## src/design/pmsm_pkg.sv

```systemverilog
// Purpose: shared constants and types of the power state machine
// Assumes: 100 MHz system clock
// Notes: the fail-safe period counts are large, the top module takes a scaler parameter
package pmsm_pkg;

    localparam int SYS_CLK_HZ = 100000000;
    localparam int NUM_REGS = 4;
    localparam int CNT_W = 4;
    localparam int VOLT_W = 8;
    localparam int MODE_W = 2;
    localparam int SLOT_W = 4;

    localparam logic [1:0] MODE_OFF = 2'h0;
    localparam logic [1:0] MODE_PWM = 2'h1;
    localparam logic [1:0] MODE_AUTOSKIP = 2'h3;

    localparam logic [3:0] CNT_ZERO = 4'h0;
    localparam logic [3:0] CNT_ONE = 4'h1;
    localparam logic [SLOT_W-1:0] SLOT_ZERO = 4'h0;

    // fail-safe ok period in minutes, indexed by the period select
    localparam int MINUTES_TABLE [8] = '{1, 5, 10, 15, 20, 30, 45, 60};
    localparam int SECONDS_PER_MINUTE = 60;
    localparam int TICK_PERIOD_US = 1000000;
    localparam int TICK_CYCLES = TICK_PERIOD_US / 1000000 * SYS_CLK_HZ;
    localparam logic [31:0] TICK_CYCLES_W = 32'(TICK_CYCLES);

    typedef enum logic [8:0] {
        PMSM_LOW_POWER_OFF_STATE = 9'h001,
        PMSM_QUICK_POWERUP_OFF_STATE = 9'h002,
        PMSM_POWER_UP = 9'h004,
        PMSM_RUN = 9'h008,
        PMSM_STANDBY = 9'h010,
        PMSM_PWR_DOWN = 9'h020,
        PMSM_FS_TRANS = 9'h040,
        PMSM_FS_STATE = 9'h080,
        PMSM_WD_RESET = 9'h100
    } pmsm_state_t;

    typedef struct packed {
        logic powerup;
        logic watchdog;
        logic regulator;
        logic thermal;
    } pmsm_fail_t;

    typedef struct packed {
        logic [VOLT_W-1:0] run_voltage_reg;
        logic [VOLT_W-1:0] standby_voltage_reg;
        logic [MODE_W-1:0] run_mode_field;
        logic [MODE_W-1:0] standby_mode_field;
    } pmsm_reg_cfg_t;

endpackage

```

## src/design/pmsm_core.sv

```systemverilog
// Purpose: main power state machine of a multi-regulator power device
// Assumes: inputs synchronous to sys_clk_in; rst_in models the input supply below undervoltage
// Notes: sequence slot timing is abstracted to one slot per clock
//
// Summary of operation
// - quick-off select with no event: wait in quick off
// - quick off state allows mirror register access
// - trim, fuse or selftest error blocks power up
// - power up event loads fuse defaults into registers
// - enable regulators in order; reset release enters system-on
// - system-on allows host register read and write
// - after power up enter run, release processor reset
// - run and standby voltages load fuse value
// - sequenced regulator default mode: pwm or fuse choice
// - unsequenced regulator modes load off
// - every off-to-run restores fuse voltage defaults
// - standby pin with polarity invert selects standby
// - regulators disabled in standby turn off on entry
// - watchdog reset counts; at limit power down, fail-safe
// - below limit perform hard watchdog reset
// - watchdog from pin transition or internal expiry
// - power down ends: fault to fail-safe, else off
// - fail-safe entry sets one failure-source flag
// - failure flags held; host clears by writing one
// - fail-safe entry compares and increments fail-safe counter
// - bypass fuse goes off, else lock at limit
// - fail-safe state left only by supply cycle
// - system-on ok timer decrements fail-safe counter
`timescale 1ns/1ps
`default_nettype none

module pmsm_core
    import pmsm_pkg::*;
#(
    parameter int N_REGS = NUM_REGS,
    parameter logic [31:0] TICK_CYCLES_P = TICK_CYCLES_W
)
(
    // clock and reset
    input wire logic sys_clk_in,
    input wire logic rst_in,
    // events and pins
    input wire logic powerup_event_in,
    input wire logic turnoff_event_in,
    input wire logic fault_turnoff_in,
    input wire logic powerup_fail_in,
    input wire logic regulator_fail_in,
    input wire logic thermal_fail_in,
    input wire logic standby_pin_in,
    input wire logic watchdog_input_pin_in,
    input wire logic watchdog_expiry_in,
    // configuration
    input wire logic quick_off_select_in,
    input wire logic standby_polarity_invert_in,
    input wire logic trim_load_error_flag_in,
    input wire logic fuse_load_error_flag_in,
    input wire logic selftest_error_flag_in,
    input wire logic [CNT_W-1:0] watchdog_event_limit_in,
    input wire logic [CNT_W-1:0] failsafe_limit_in,
    input wire logic failsafe_bypass_fuse_in,
    input wire logic [2:0] failsafe_ok_period_select_in,
    input wire logic fuse_sync_mode_in,
    input wire logic fuse_sync_output_enable_in,
    input wire logic fuse_spread_spectrum_enable_in,
    input wire logic fuse_default_mode_select_in,
    input wire logic [N_REGS*VOLT_W-1:0] fuse_voltage_value_in,
    input wire logic [N_REGS-1:0] in_sequence_in,
    input wire logic [N_REGS-1:0] standby_enable_in,
    // host register access
    input wire logic host_wr_in,
    input wire logic [$clog2(N_REGS)-1:0] host_reg_sel_in,
    input wire pmsm_reg_cfg_t host_wdata_in,
    input wire pmsm_fail_t fail_clear_in,
    input wire logic failsafe_counter_clear_in,
    // outputs
    output logic processor_reset_out,
    output logic [N_REGS-1:0] regulator_enable_out,
    output pmsm_reg_cfg_t [N_REGS-1:0] reg_cfg_out,
    output pmsm_state_t state_out,
    output pmsm_fail_t fail_flags_out,
    output logic [CNT_W-1:0] watchdog_event_counter_out,
    output logic [CNT_W-1:0] failsafe_counter_out,
    output logic mirror_access_out,
    output logic host_access_out
);

    pmsm_state_t state_reg;
    pmsm_state_t state_next;
    logic [SLOT_W-1:0] slot_reg;
    logic fault_reg;
    logic wd_cause_reg;
    logic wdi_prev_reg;
    logic [31:0] tick_reg;
    logic [15:0] sec_reg;
    logic [N_REGS-1:0] reset_slot_hit;
    logic wd_hit;
    logic standby_active;
    logic up_ok;
    logic sys_on;
    logic fs_entry;
    logic [CNT_W-1:0] wd_cnt_inc;
    logic [15:0] ok_seconds;

    function automatic logic [MODE_W-1:0] default_mode(input logic seq);
        if (!seq)
            default_mode = MODE_OFF;
        else if (fuse_sync_mode_in || fuse_sync_output_enable_in || fuse_spread_spectrum_enable_in)
            default_mode = MODE_PWM;
        else
            default_mode = fuse_default_mode_select_in ? MODE_PWM : MODE_AUTOSKIP;
    endfunction

    assign wd_hit = (watchdog_input_pin_in != wdi_prev_reg) || watchdog_expiry_in;
    assign standby_active = standby_pin_in ^ standby_polarity_invert_in;
    assign up_ok = powerup_event_in && !trim_load_error_flag_in && !fuse_load_error_flag_in
        && !selftest_error_flag_in;
    assign sys_on = (state_reg == PMSM_RUN) || (state_reg == PMSM_STANDBY);
    assign wd_cnt_inc = watchdog_event_counter_out + CNT_ONE;
    assign fs_entry = (state_next == PMSM_FS_TRANS) && (state_reg != PMSM_FS_TRANS);
    assign ok_seconds = 16'(MINUTES_TABLE[failsafe_ok_period_select_in] * SECONDS_PER_MINUTE);

    // one slot per regulator; the processor reset is released after the last slot, whether its regulator is sequenced or not
    always_comb
    begin
        state_next = state_reg;
        unique case (state_reg)
            PMSM_LOW_POWER_OFF_STATE:
            begin
                if (up_ok)
                    state_next = PMSM_POWER_UP;
                else if (quick_off_select_in && !powerup_event_in)
                    state_next = PMSM_QUICK_POWERUP_OFF_STATE;
            end
            PMSM_QUICK_POWERUP_OFF_STATE:
            begin
                if (up_ok)
                    state_next = PMSM_POWER_UP;
            end
            PMSM_POWER_UP:
            begin
                if (powerup_fail_in)
                    state_next = PMSM_PWR_DOWN;
                else if (slot_reg == SLOT_W'(N_REGS))
                    state_next = PMSM_RUN;
            end
            PMSM_RUN, PMSM_STANDBY:
            begin
                if (fault_turnoff_in || regulator_fail_in || thermal_fail_in || turnoff_event_in)
                    state_next = PMSM_PWR_DOWN;
                else if (wd_hit)
                    state_next = PMSM_WD_RESET;
                else
                    state_next = standby_active ? PMSM_STANDBY : PMSM_RUN;
            end
            PMSM_WD_RESET:
            begin
                if (watchdog_event_counter_out == watchdog_event_limit_in)
                    state_next = PMSM_PWR_DOWN;
                else
                    state_next = PMSM_POWER_UP;
            end
            PMSM_PWR_DOWN:
            begin
                if (regulator_enable_out == '0)
                    state_next = fault_reg ? PMSM_FS_TRANS : PMSM_LOW_POWER_OFF_STATE;
            end
            PMSM_FS_TRANS:
            begin
                if (failsafe_bypass_fuse_in || failsafe_counter_out != failsafe_limit_in)
                    state_next = PMSM_LOW_POWER_OFF_STATE;
                else
                    state_next = PMSM_FS_STATE;
            end
            PMSM_FS_STATE:
                state_next = PMSM_FS_STATE;
            default:
                state_next = PMSM_LOW_POWER_OFF_STATE;
        endcase
    end

    always_ff @(posedge sys_clk_in or posedge rst_in)
    begin
        if (rst_in)
            state_reg <= PMSM_LOW_POWER_OFF_STATE;
        else
            state_reg <= state_next;
    end

    // sequencing slot counter for power up
    always_ff @(posedge sys_clk_in or posedge rst_in)
    begin
        if (rst_in)
            slot_reg <= SLOT_ZERO;
        else if (state_reg != PMSM_POWER_UP)
            slot_reg <= SLOT_ZERO;
        else if (slot_reg != SLOT_W'(N_REGS))
            slot_reg <= slot_reg + SLOT_W'(1);
    end

    // regulator enables: powered in order, dropped together by the down sequencer
    always_ff @(posedge sys_clk_in or posedge rst_in)
    begin
        if (rst_in)
            regulator_enable_out <= '0;
        else
        begin
            for (int i = 0; i < N_REGS; i++)
            begin
                if (state_reg == PMSM_POWER_UP && slot_reg == SLOT_W'(i))
                    regulator_enable_out[i] <= in_sequence_in[i];
                else if (state_reg == PMSM_STANDBY)
                    regulator_enable_out[i] <= regulator_enable_out[i] & standby_enable_in[i];
                else if (state_reg == PMSM_RUN)
                    regulator_enable_out[i] <= regulator_enable_out[i] | in_sequence_in[i];
                else if (state_reg != PMSM_POWER_UP)
                    regulator_enable_out[i] <= 1'b0;
            end
        end
    end

    always_ff @(posedge sys_clk_in or posedge rst_in)
    begin
        if (rst_in)
            processor_reset_out <= 1'b0;
        else
            processor_reset_out <= (state_next == PMSM_RUN) || (state_next == PMSM_STANDBY);
    end

    // fuse defaults replace host values on every entry to power up
    always_ff @(posedge sys_clk_in or posedge rst_in)
    begin
        if (rst_in)
            reg_cfg_out <= '0;
        else
        begin
            for (int i = 0; i < N_REGS; i++)
            begin
                if (state_next == PMSM_POWER_UP && state_reg != PMSM_POWER_UP)
                begin
                    reg_cfg_out[i].run_voltage_reg <= fuse_voltage_value_in[i*VOLT_W +: VOLT_W];
                    reg_cfg_out[i].standby_voltage_reg <= fuse_voltage_value_in[i*VOLT_W +: VOLT_W];
                    reg_cfg_out[i].run_mode_field <= default_mode(in_sequence_in[i]);
                    reg_cfg_out[i].standby_mode_field <= default_mode(in_sequence_in[i]);
                end
                else if (sys_on && host_wr_in && host_reg_sel_in == i[$clog2(N_REGS)-1:0])
                    reg_cfg_out[i] <= host_wdata_in;
            end
        end
    end

    // fault origin of the current shutdown; the watchdog cause is latched, its counter outlives the event
    always_ff @(posedge sys_clk_in or posedge rst_in)
    begin
        if (rst_in)
        begin
            fault_reg <= 1'b0;
            wd_cause_reg <= 1'b0;
        end
        else if (state_reg != PMSM_PWR_DOWN && state_next == PMSM_PWR_DOWN)
        begin
            fault_reg <= (state_reg == PMSM_POWER_UP) || (state_reg == PMSM_WD_RESET)
                || fault_turnoff_in || regulator_fail_in || thermal_fail_in;
            wd_cause_reg <= state_reg == PMSM_WD_RESET;
        end
    end

    always_ff @(posedge sys_clk_in or posedge rst_in)
    begin
        if (rst_in)
            wdi_prev_reg <= 1'b0;
        else
            wdi_prev_reg <= watchdog_input_pin_in;
    end

    always_ff @(posedge sys_clk_in or posedge rst_in)
    begin
        if (rst_in)
            watchdog_event_counter_out <= CNT_ZERO;
        else if (sys_on && state_next == PMSM_WD_RESET)
            watchdog_event_counter_out <= wd_cnt_inc;
    end

    // set wins over a same-cycle host clear
    always_ff @(posedge sys_clk_in or posedge rst_in)
    begin
        if (rst_in)
            fail_flags_out <= '0;
        else
        begin
            if (sys_on)
                fail_flags_out <= fail_flags_out & ~fail_clear_in;
            if (fs_entry)
            begin
                if (wd_cause_reg)
                    fail_flags_out.watchdog <= 1'b1;
                else if (thermal_fail_in)
                    fail_flags_out.thermal <= 1'b1;
                else if (regulator_fail_in)
                    fail_flags_out.regulator <= 1'b1;
                else
                    fail_flags_out.powerup <= 1'b1;
            end
        end
    end

    // one-second tick then second count up to the ok period
    always_ff @(posedge sys_clk_in or posedge rst_in)
    begin
        if (rst_in)
        begin
            tick_reg <= '0;
            sec_reg <= '0;
        end
        else if (!sys_on)
        begin
            tick_reg <= '0;
            sec_reg <= '0;
        end
        else if (tick_reg == TICK_CYCLES_P - 32'h1)
        begin
            tick_reg <= '0;
            sec_reg <= (sec_reg >= ok_seconds - 16'h1) ? 16'h0 : sec_reg + 16'h1;
        end
        else
            tick_reg <= tick_reg + 32'h1;
    end

    always_ff @(posedge sys_clk_in or posedge rst_in)
    begin
        if (rst_in)
            failsafe_counter_out <= CNT_ZERO;
        else if (fs_entry && failsafe_counter_out != failsafe_limit_in)
            failsafe_counter_out <= failsafe_counter_out + CNT_ONE;
        else if (sys_on && failsafe_counter_clear_in)
            failsafe_counter_out <= CNT_ZERO;
        else if (sys_on && tick_reg == TICK_CYCLES_P - 32'h1 && sec_reg >= ok_seconds - 16'h1
            && failsafe_counter_out != CNT_ZERO)
            failsafe_counter_out <= failsafe_counter_out - CNT_ONE;
    end

    always_ff @(posedge sys_clk_in or posedge rst_in)
    begin
        if (rst_in)
        begin
            state_out <= PMSM_LOW_POWER_OFF_STATE;
            mirror_access_out <= 1'b0;
            host_access_out <= 1'b0;
        end
        else
        begin
            state_out <= state_next;
            mirror_access_out <= state_next == PMSM_QUICK_POWERUP_OFF_STATE;
            host_access_out <= (state_next == PMSM_RUN) || (state_next == PMSM_STANDBY);
        end
    end

    chk_qpu_holds: assert property (@(posedge sys_clk_in) disable iff (rst_in)
        state_reg == PMSM_QUICK_POWERUP_OFF_STATE && !powerup_event_in |=> state_reg == PMSM_QUICK_POWERUP_OFF_STATE)
        else $error("quick off left without event");
    chk_error_blocks: assert property (@(posedge sys_clk_in) disable iff (rst_in)
        state_reg == PMSM_QUICK_POWERUP_OFF_STATE && fuse_load_error_flag_in |=> state_reg != PMSM_POWER_UP)
        else $error("power up despite fuse error");
    chk_reset_release: assert property (@(posedge sys_clk_in) disable iff (rst_in)
        state_reg == PMSM_RUN |-> processor_reset_out)
        else $error("reset held in run");
    chk_standby_pol: assert property (@(posedge sys_clk_in) disable iff (rst_in)
        state_reg == PMSM_RUN && !wd_hit && !turnoff_event_in && !fault_turnoff_in && !regulator_fail_in
        && !thermal_fail_in && standby_active |=> state_reg == PMSM_STANDBY)
        else $error("standby not entered");
    chk_wd_count: assert property (@(posedge sys_clk_in) disable iff (rst_in)
        state_reg == PMSM_RUN && state_next == PMSM_WD_RESET |=>
        watchdog_event_counter_out == $past(watchdog_event_counter_out) + CNT_ONE)
        else $error("watchdog count missed");
    chk_fs_lock: assert property (@(posedge sys_clk_in) disable iff (rst_in)
        state_reg == PMSM_FS_STATE |=> state_reg == PMSM_FS_STATE)
        else $error("fail-safe state left");
    chk_bypass: assert property (@(posedge sys_clk_in) disable iff (rst_in)
        state_reg == PMSM_FS_TRANS && failsafe_bypass_fuse_in |=> state_reg == PMSM_LOW_POWER_OFF_STATE)
        else $error("bypass not honoured");
    chk_fault_path: assert property (@(posedge sys_clk_in) disable iff (rst_in)
        state_reg == PMSM_PWR_DOWN && regulator_enable_out == '0 && !fault_reg |=> state_reg == PMSM_LOW_POWER_OFF_STATE)
        else $error("clean power down not to off");

endmodule

`default_nettype wire

```

## config.mk

```make
export PLATFORM = sky130hd
export DESIGN_NAME = pmsm_core
export DESIGN_NICKNAME = d
export VERILOG_FILES = /design/src/design/pmsm_pkg.sv /design/src/design/pmsm_core.sv
export SDC_FILE = /design/constraint.sdc
export NUM_CORES = 1
export LEC_CHECK = 0
export BUFFER_PORTS_ARGS = -buffer_cell sky130_fd_sc_hd__buf_2
export CORE_MARGIN = 4
export CORE_UTILIZATION = 50
export DETAILED_ROUTE_END_ITERATION = 6
export GPL_ROUTABILITY_DRIVEN = 0
export GPL_TIMING_DRIVEN = 0
export PLACE_DENSITY = 0.78
export SETUP_SLACK_MARGIN = 0.3
export SYNTH_ARGS = -nofsm -noshare
export SYNTH_HDL_FRONTEND = slang
export SYNTH_SLANG_ARGS = --single-unit
```

## constraint.sdc

```tcl
create_clock -name sys_clk_in -period 5.2 [get_ports sys_clk_in]
set_input_delay 0.26 -clock sys_clk_in [delete_from_list [all_inputs] [get_ports sys_clk_in]]
set_output_delay 0.26 -clock sys_clk_in [all_outputs]
set_load 0.01 [all_outputs]
```

=== Word-level counts from Yosys, hierarchy flattened ===
Memories as Yosys holds them, arrays and structs flattened.
Cells that the tools add are included.
W data, S select, Z words.

* Bits in registers: 162
* Bits in latches: 0
* Bits in writable memories: 0
* Bits in read-only memories: 256
* Bits of input ports: 100
* Output and inout port bits: 108
* Logic and storage cells: 206
* Memories: 1

* Add/subtract/negate cells: 7
* Multipliers: 1
* Divide/modulo/power cells: 0
* Magnitude comparators: 2
* Equality and inequality tests: 32
* Shift operators: 0
* Muxes and demuxes: 62
* Bitwise logic cells: 12
* Reduce and logical (&&, ||, !) cells: 54

{| class="wikitable"
|+ Memories
! name !! depth !! bits a word !! rd ports !! clocked after Yosys merged registers in !! write ports !! RTL line !! text
|-
| (no name shown) || 8 || 32 || 1 || 0 || 0 || pmsm_core.sv:120 || <nowiki>assign ok_seconds = 16'(MINUTES_TABLE[failsafe_ok_period_select_in] * SECONDS_PER_MINUTE);</nowiki>
|}

{| class="wikitable"
|+ Operators with widths
! operator !! number
|-
| $mux W20 || 8
|-
| $mux W32 || 4
|-
| $mux W9 || 8
|-
| $pmux W9 S8 || 1
|-
| $mux W16 || 3
|-
| $add A32 B1 Y32 const B || 1
|-
| $eq A32 B27 Y1 const B || 1
|-
| $mul A32 B5 Y14 const B || 1
|-
| $mux W4 || 7
|-
| $logic_and A1 B1 Y1 || 22
|-
| $mux W1 || 20
|-
| $reduce_bool A4 Y1 || 5
|-
| $eq A9 B2 Y1 const B || 2
|-
| $eq A9 B3 Y1 const B || 2
|-
| $eq A9 B4 Y1 const B || 2
|-
| $eq A9 B5 Y1 const B || 2
|-
| $eq A9 B6 Y1 const B || 2
|-
| $eq A9 B7 Y1 const B || 2
|-
| $eq A9 B9 Y1 const B || 2
|-
| $add A16 B1 Y16 const B || 1
|-
| $ge A16 B16 Y1 || 1
|-
| $sub A16 B1 Y16 const B || 1
|-
| $mux W2 || 7
|-
| $logic_or A1 B1 Y1 || 13
|-
| 34 further kinds || 52
|}

=== Depth between registers and ports, before layout ===
* Word-level depth: 12
* Gate-level depth with buffers: 25

=== Worst setup path before layout ===
Ideal clock, no wire load.

* Path kind: input port to flip-flop
* From: in failsafe_ok_period_select_in[2]
* To: reg failsafe_counter_out[2]
* Library setup time: 0.124 ns
* Arrival: 5.196 ns
* Data required time: 5.076 ns
* Path slack: -0.120 ns
* Stages: 21
* Path buffers: 1
* Path through: clkbuf_1 > nand2_1 > inv_1 > nor2_1 > nor2_1 > ha_1 > xor2_1 > ha_1 > fa_1 > ha_1 > nor3_1 > nor2_1 > or4b_2 > nor3_1 > xnor2_1 > ha_1 > nand4_1 > a311o_1 > a2111oi_4 > a21boi_0 > a2bb2oi_1

* Word-level cells in the longest chain between the ends: 10

{| class="wikitable"
|+ Ends and longest elaborated chain
! what !! RTL line !! text
|-
| start, declared || pmsm_core.sv:61 || <nowiki>input wire logic [2:0] failsafe_ok_period_select_in,</nowiki>
|-
| $not A3 Y4 (not written as such) || pmsm_core.sv:120 ||
|-
| $mem_v2 Z8 W32 || -- ||
|-
| $mux W32 (not written as such) (2 in series) || pmsm_core.sv:120 ||
|-
| $mul A32 B5 Y14 || pmsm_core.sv:120 ||
|-
| $sub A16 B1 Y16 || pmsm_core.sv:336 || <nowiki>else if (sys_on && tick_reg == TICK_CYCLES_P - 32'h1 && sec_reg >= ok_seconds - 16'h1</nowiki>
|-
| $ge A16 B16 Y1 || pmsm_core.sv:336 ||
|-
| $logic_and A1 B1 Y1 || pmsm_core.sv:336 ||
|-
| $logic_and A1 B1 Y1 || pmsm_core.sv:337 || <nowiki>&& failsafe_counter_out != CNT_ZERO)</nowiki>
|-
| $reduce_bool A3 Y1 (no source line) || -- ||
|-
| end signal, assigned || pmsm_core.sv:333 || <nowiki>failsafe_counter_out <= failsafe_counter_out + CNT_ONE;</nowiki>
|-
| end signal, assigned || pmsm_core.sv:338 || <nowiki>failsafe_counter_out <= failsafe_counter_out - CNT_ONE;</nowiki>
|-
| end, declared || pmsm_core.sv:82 || <nowiki>output logic [CNT_W-1:0] failsafe_counter_out,</nowiki>
|}

Every way passes these cells. The select of a mux whose other input is x is not followed.
A chain may end at the register's enable or synchronous reset.

=== Worst setup path after layout ===
Same ends and word-level chain as after synthesis.

==> results.cfg <==
[floorplanning]
core_um2 = 17200
start_util = 0.509
die-width_um = 141
fp-row-count = 48
dieArea_um2 = 19700
io_pins = 208
die_h_um = 141

[routing]
vias_per_cell = 5.85
wl_per_cell_um = 17.9
num_vias = 8524
ant_nets = 0
drc_errors = 0
drtPass1Iterations = 5
drtIter0Drc = 432
drt-total-wl_um = 26100

[yosys]
synth_area_um2 = 8780
synth_cell_types = 66
yosysSeqAreaShare = 0.462
syn_avg_cell_area_um2 = 8.90
yosys_warnings = 0
synth_edf_count = 0
async_flop_share = 1.00
ys_ff_latch = 162
synthFlopType = dfrtp_1
synth_fp_nets = 1124
syn_inst = 987

[timing]
worst_pin_slew_ps = 883
clock.fmax_ghz = 0.213
setup_viol = 0
drv_slew = 0
skew_ps = 10.8
rsz0062_at_grt = yes
slew_headroom = 0.403
timing.final.crit_share = 0.905
period_needed_ps = 4710
finalHoldViolCount = 0
timing.final.ws_setup_ps = 495

[clock_tree]
htree_levels = 4
path_clk_slew_ps = 60
cts_tree = done
cts_root_buffer = clkbuf_16
cts_made_buffers = 17
clockBufferDepth = 2
clock_sinks = 162
clk_latency_ps = 420

[power_and_ir_drop]
p_per_area_nw_per_um2 = 410
irDropWorstVdd_mv = 0.291
p_leak_nw = 5.15

[worst_hold_path]
min-delay-path-class = input port to register

[placed_design]
dpl.hpwl_um = 19000
dpl_cell_area_um2 = 10200
io_buffers = 204
dp.cells = 1417
place_ws_ps = -473

[flow_run]
drv_cap = 0

[setup_path]
cp.arrival_ps = 5010
path_max_fanout = 9
path_class = input port to register
critical_path_required_ps = 5510
critPathLaunchType = input port
end_kind = register

[cells_and_area]
largest_reg_flops = 80
fin_area_um2 = 11000
layout.cells.non_filler = 1456
layout.nets = 1355
drive_gt1_frac = 0.244
regArea_um2 = 4060
nFillCells = 1402
multi_input_area_um2 = 4590
synthToLayoutAreaGrowth_pct = 25.0
post-route-util = 0.637

[grt]
antenna_found_initial = 1
grt_pass1_wl_um = 41400
grt_max_degree = 113
track_usage = 0.259
grt_pass1_vias = 8276
overflow = 0

[run_status]
status = complete, no violations
## critical path, stage by stage
cell,delay (ps)
clkbuf_4,170
nand2_2,100
inv_4,90
nor2_4,60
nor2_4,200
ha_4,250
xor2_2,170
ha_1,300
fa_1,480
ha_4,310
o21a_1,170
nor2_1,90
or4b_4,510
nor3_2,150
xnor2_1,90
ha_1,300
nand4_1,140
a311o_1,400
a2111oi_4,330
buf_6,180
a21boi_1,80
a2bb2oi_2,160
## worst paths after layout
| path | slack [ps] | start | cells past startpoint | endpoint |
|---|---|---|---|---|
| max reg2reg | 2230 | watchdog_event_counter_out[2]$_DFFE_PP0P_ | 7 | reg_cfg_out[19]$_DFFE_PP0P_ |
| min | 50 | turnoff_event_in | 2 | fault_reg$_DFFE_PP0P_ |
| min in group asynchronous | 390 | rst_in | 3 | reg_cfg_out[25]$_DFFE_PP0P_ |
| min reg2reg | 490 | tick_reg[0]$_DFF_PP0_ | 1 | tick_reg[0]$_DFF_PP0_ |
| max | 490 | failsafe_ok_period_select_in[2] | 22 | failsafe_counter_out[2]$_DFFE_PP0P_ |
| max in group asynchronous | 3950 | rst_in | 4 | state_out[0]$_DFF_PP1_ |
## cell families (layout without fill, tap and decap cells)
kind of cell / Yosys count / in the layout / share of synthesized area
xor gates and xnor gates: 54 / 54 / 0.0539
other: 0 / 1 / 0
and+or+nand+nor: 463 / 463 / 0.248
adders and majority gates: 37 / 37 / 0.0561
muxes: 9 / 9 / 0.0105
buffers and inverters: 73 / 316 / 0.0332
DFF: 162 / 162 / 0.462
AOI/OAI and AO/OA: 189 / 189 / 0.137
## layer usage
metal / share of wire / global-route usage
met1: 0.41 / 0.349
met2: 0.46 / 0.404
met3: 0.089 / 0.0666
met4: 0.034 / 0.0989
met5: 0 / 0
## what timing repair did
item | CTS | global route
buffers inserted | 1 | 3
pin swaps | 1 | 6
gates resized for setup | 7 | 26
hold endpoints to repair | 51 | 0
endpoints found under the setup margin | 17 | 17
hold buffers | 2 | 0
## cell type report
| type | instances | share of cell area |
|---|---|---|
| Buffer | 46 | 0.0186 |
| Antenna cell | 1 | 0.000228 |
| Clock buffer | 20 | 0.0407 |
| Tap cell | 225 | 0.0256 |
| Timing Repair Buffer | 212 | 0.101 |
| Clock inverter | 11 | 0.0162 |
| Inverter | 27 | 0.0101 |
| Multi-Input combinational cell | 752 | 0.418 |
| Sequential cell | 162 | 0.369 |
## per-stage QoR
stage / power [mW] / hold WS (ps) / TNS (ps)
2_1_floorplan: 2.54 / 291 / 0
3_3_place_gp: 3.08 / 395 / -215350
3_5_place_dp: 3.11 / 293 / -6350
4_1_cts: 4.46 / 38.5 / 0
5_1_grt: 4.75 / 42.0 / 0
6_report: 4.51 / 48.2 / 0
## report_power, final
| part | leakage [nW] | internal [mW] | switching, mW |
|---|---|---|---|
| Sequential | 2.05 | 1.59 | 0.196 |
| Clock | 0.305 | 0.820 | 0.519 |
| Combinational | 2.80 | 0.594 | 0.789 |
## cell usage after synthesis (3+ instances only)
cell      count  area (µm²)
or2_2         8        50.1
or4b_2        3        30.0
and3_1       10        62.6
nand3b_1      7        52.6
nand3_1      20         100
nor3b_1       4        30.0
nor2_1      100         375
nor4b_1       4        35.0
nand4_1      13        81.3
nor2b_1       5        31.3
nand2_1     212         796
nand4b_1      5        43.8
a31oi_1      82         513
xnor2_1      25         219
mux2i_1       7        70.1
dfrtp_1     161        4030
o21ai_0      31         155
a22o_1        6        52.6
and4_1        7        61.3
fa_1          4        80.1
nor3_1       26         130
clkbuf_1     35         131
o21a_1        3        22.5
nand2b_1      4        25.0
or3_1         7        43.8
xor2_1       29         254
a21oi_1      36         180
a22oi_1       3        22.5
nor4_1        8        50.1
inv_1        27         101
ha_1         33         413
a311oi_1      3        26.3
and2_1        8        50.1
buf_2         8        40.0
## cells in the final DEF, fill, tap and decap left out, types with 8 or more instances in the layout
cell type	synthesis	layout
buf_2	8	211
nand2_1	212	210
dfrtp_1	161	161
nor2_1	100	97
a31oi_1	82	82
a21oi_1	36	36
clkbuf_1	35	34
o21ai_0	31	30
ha_1	33	29
xor2_1	29	28
inv_1	27	25
xnor2_1	25	25
nor3_1	26	23
nand3_1	20	20
clkbuf_16	0	17
nand4_1	13	13
and3_1	10	10
or2_2	8	8
Power figures use the tool's default switching activity.
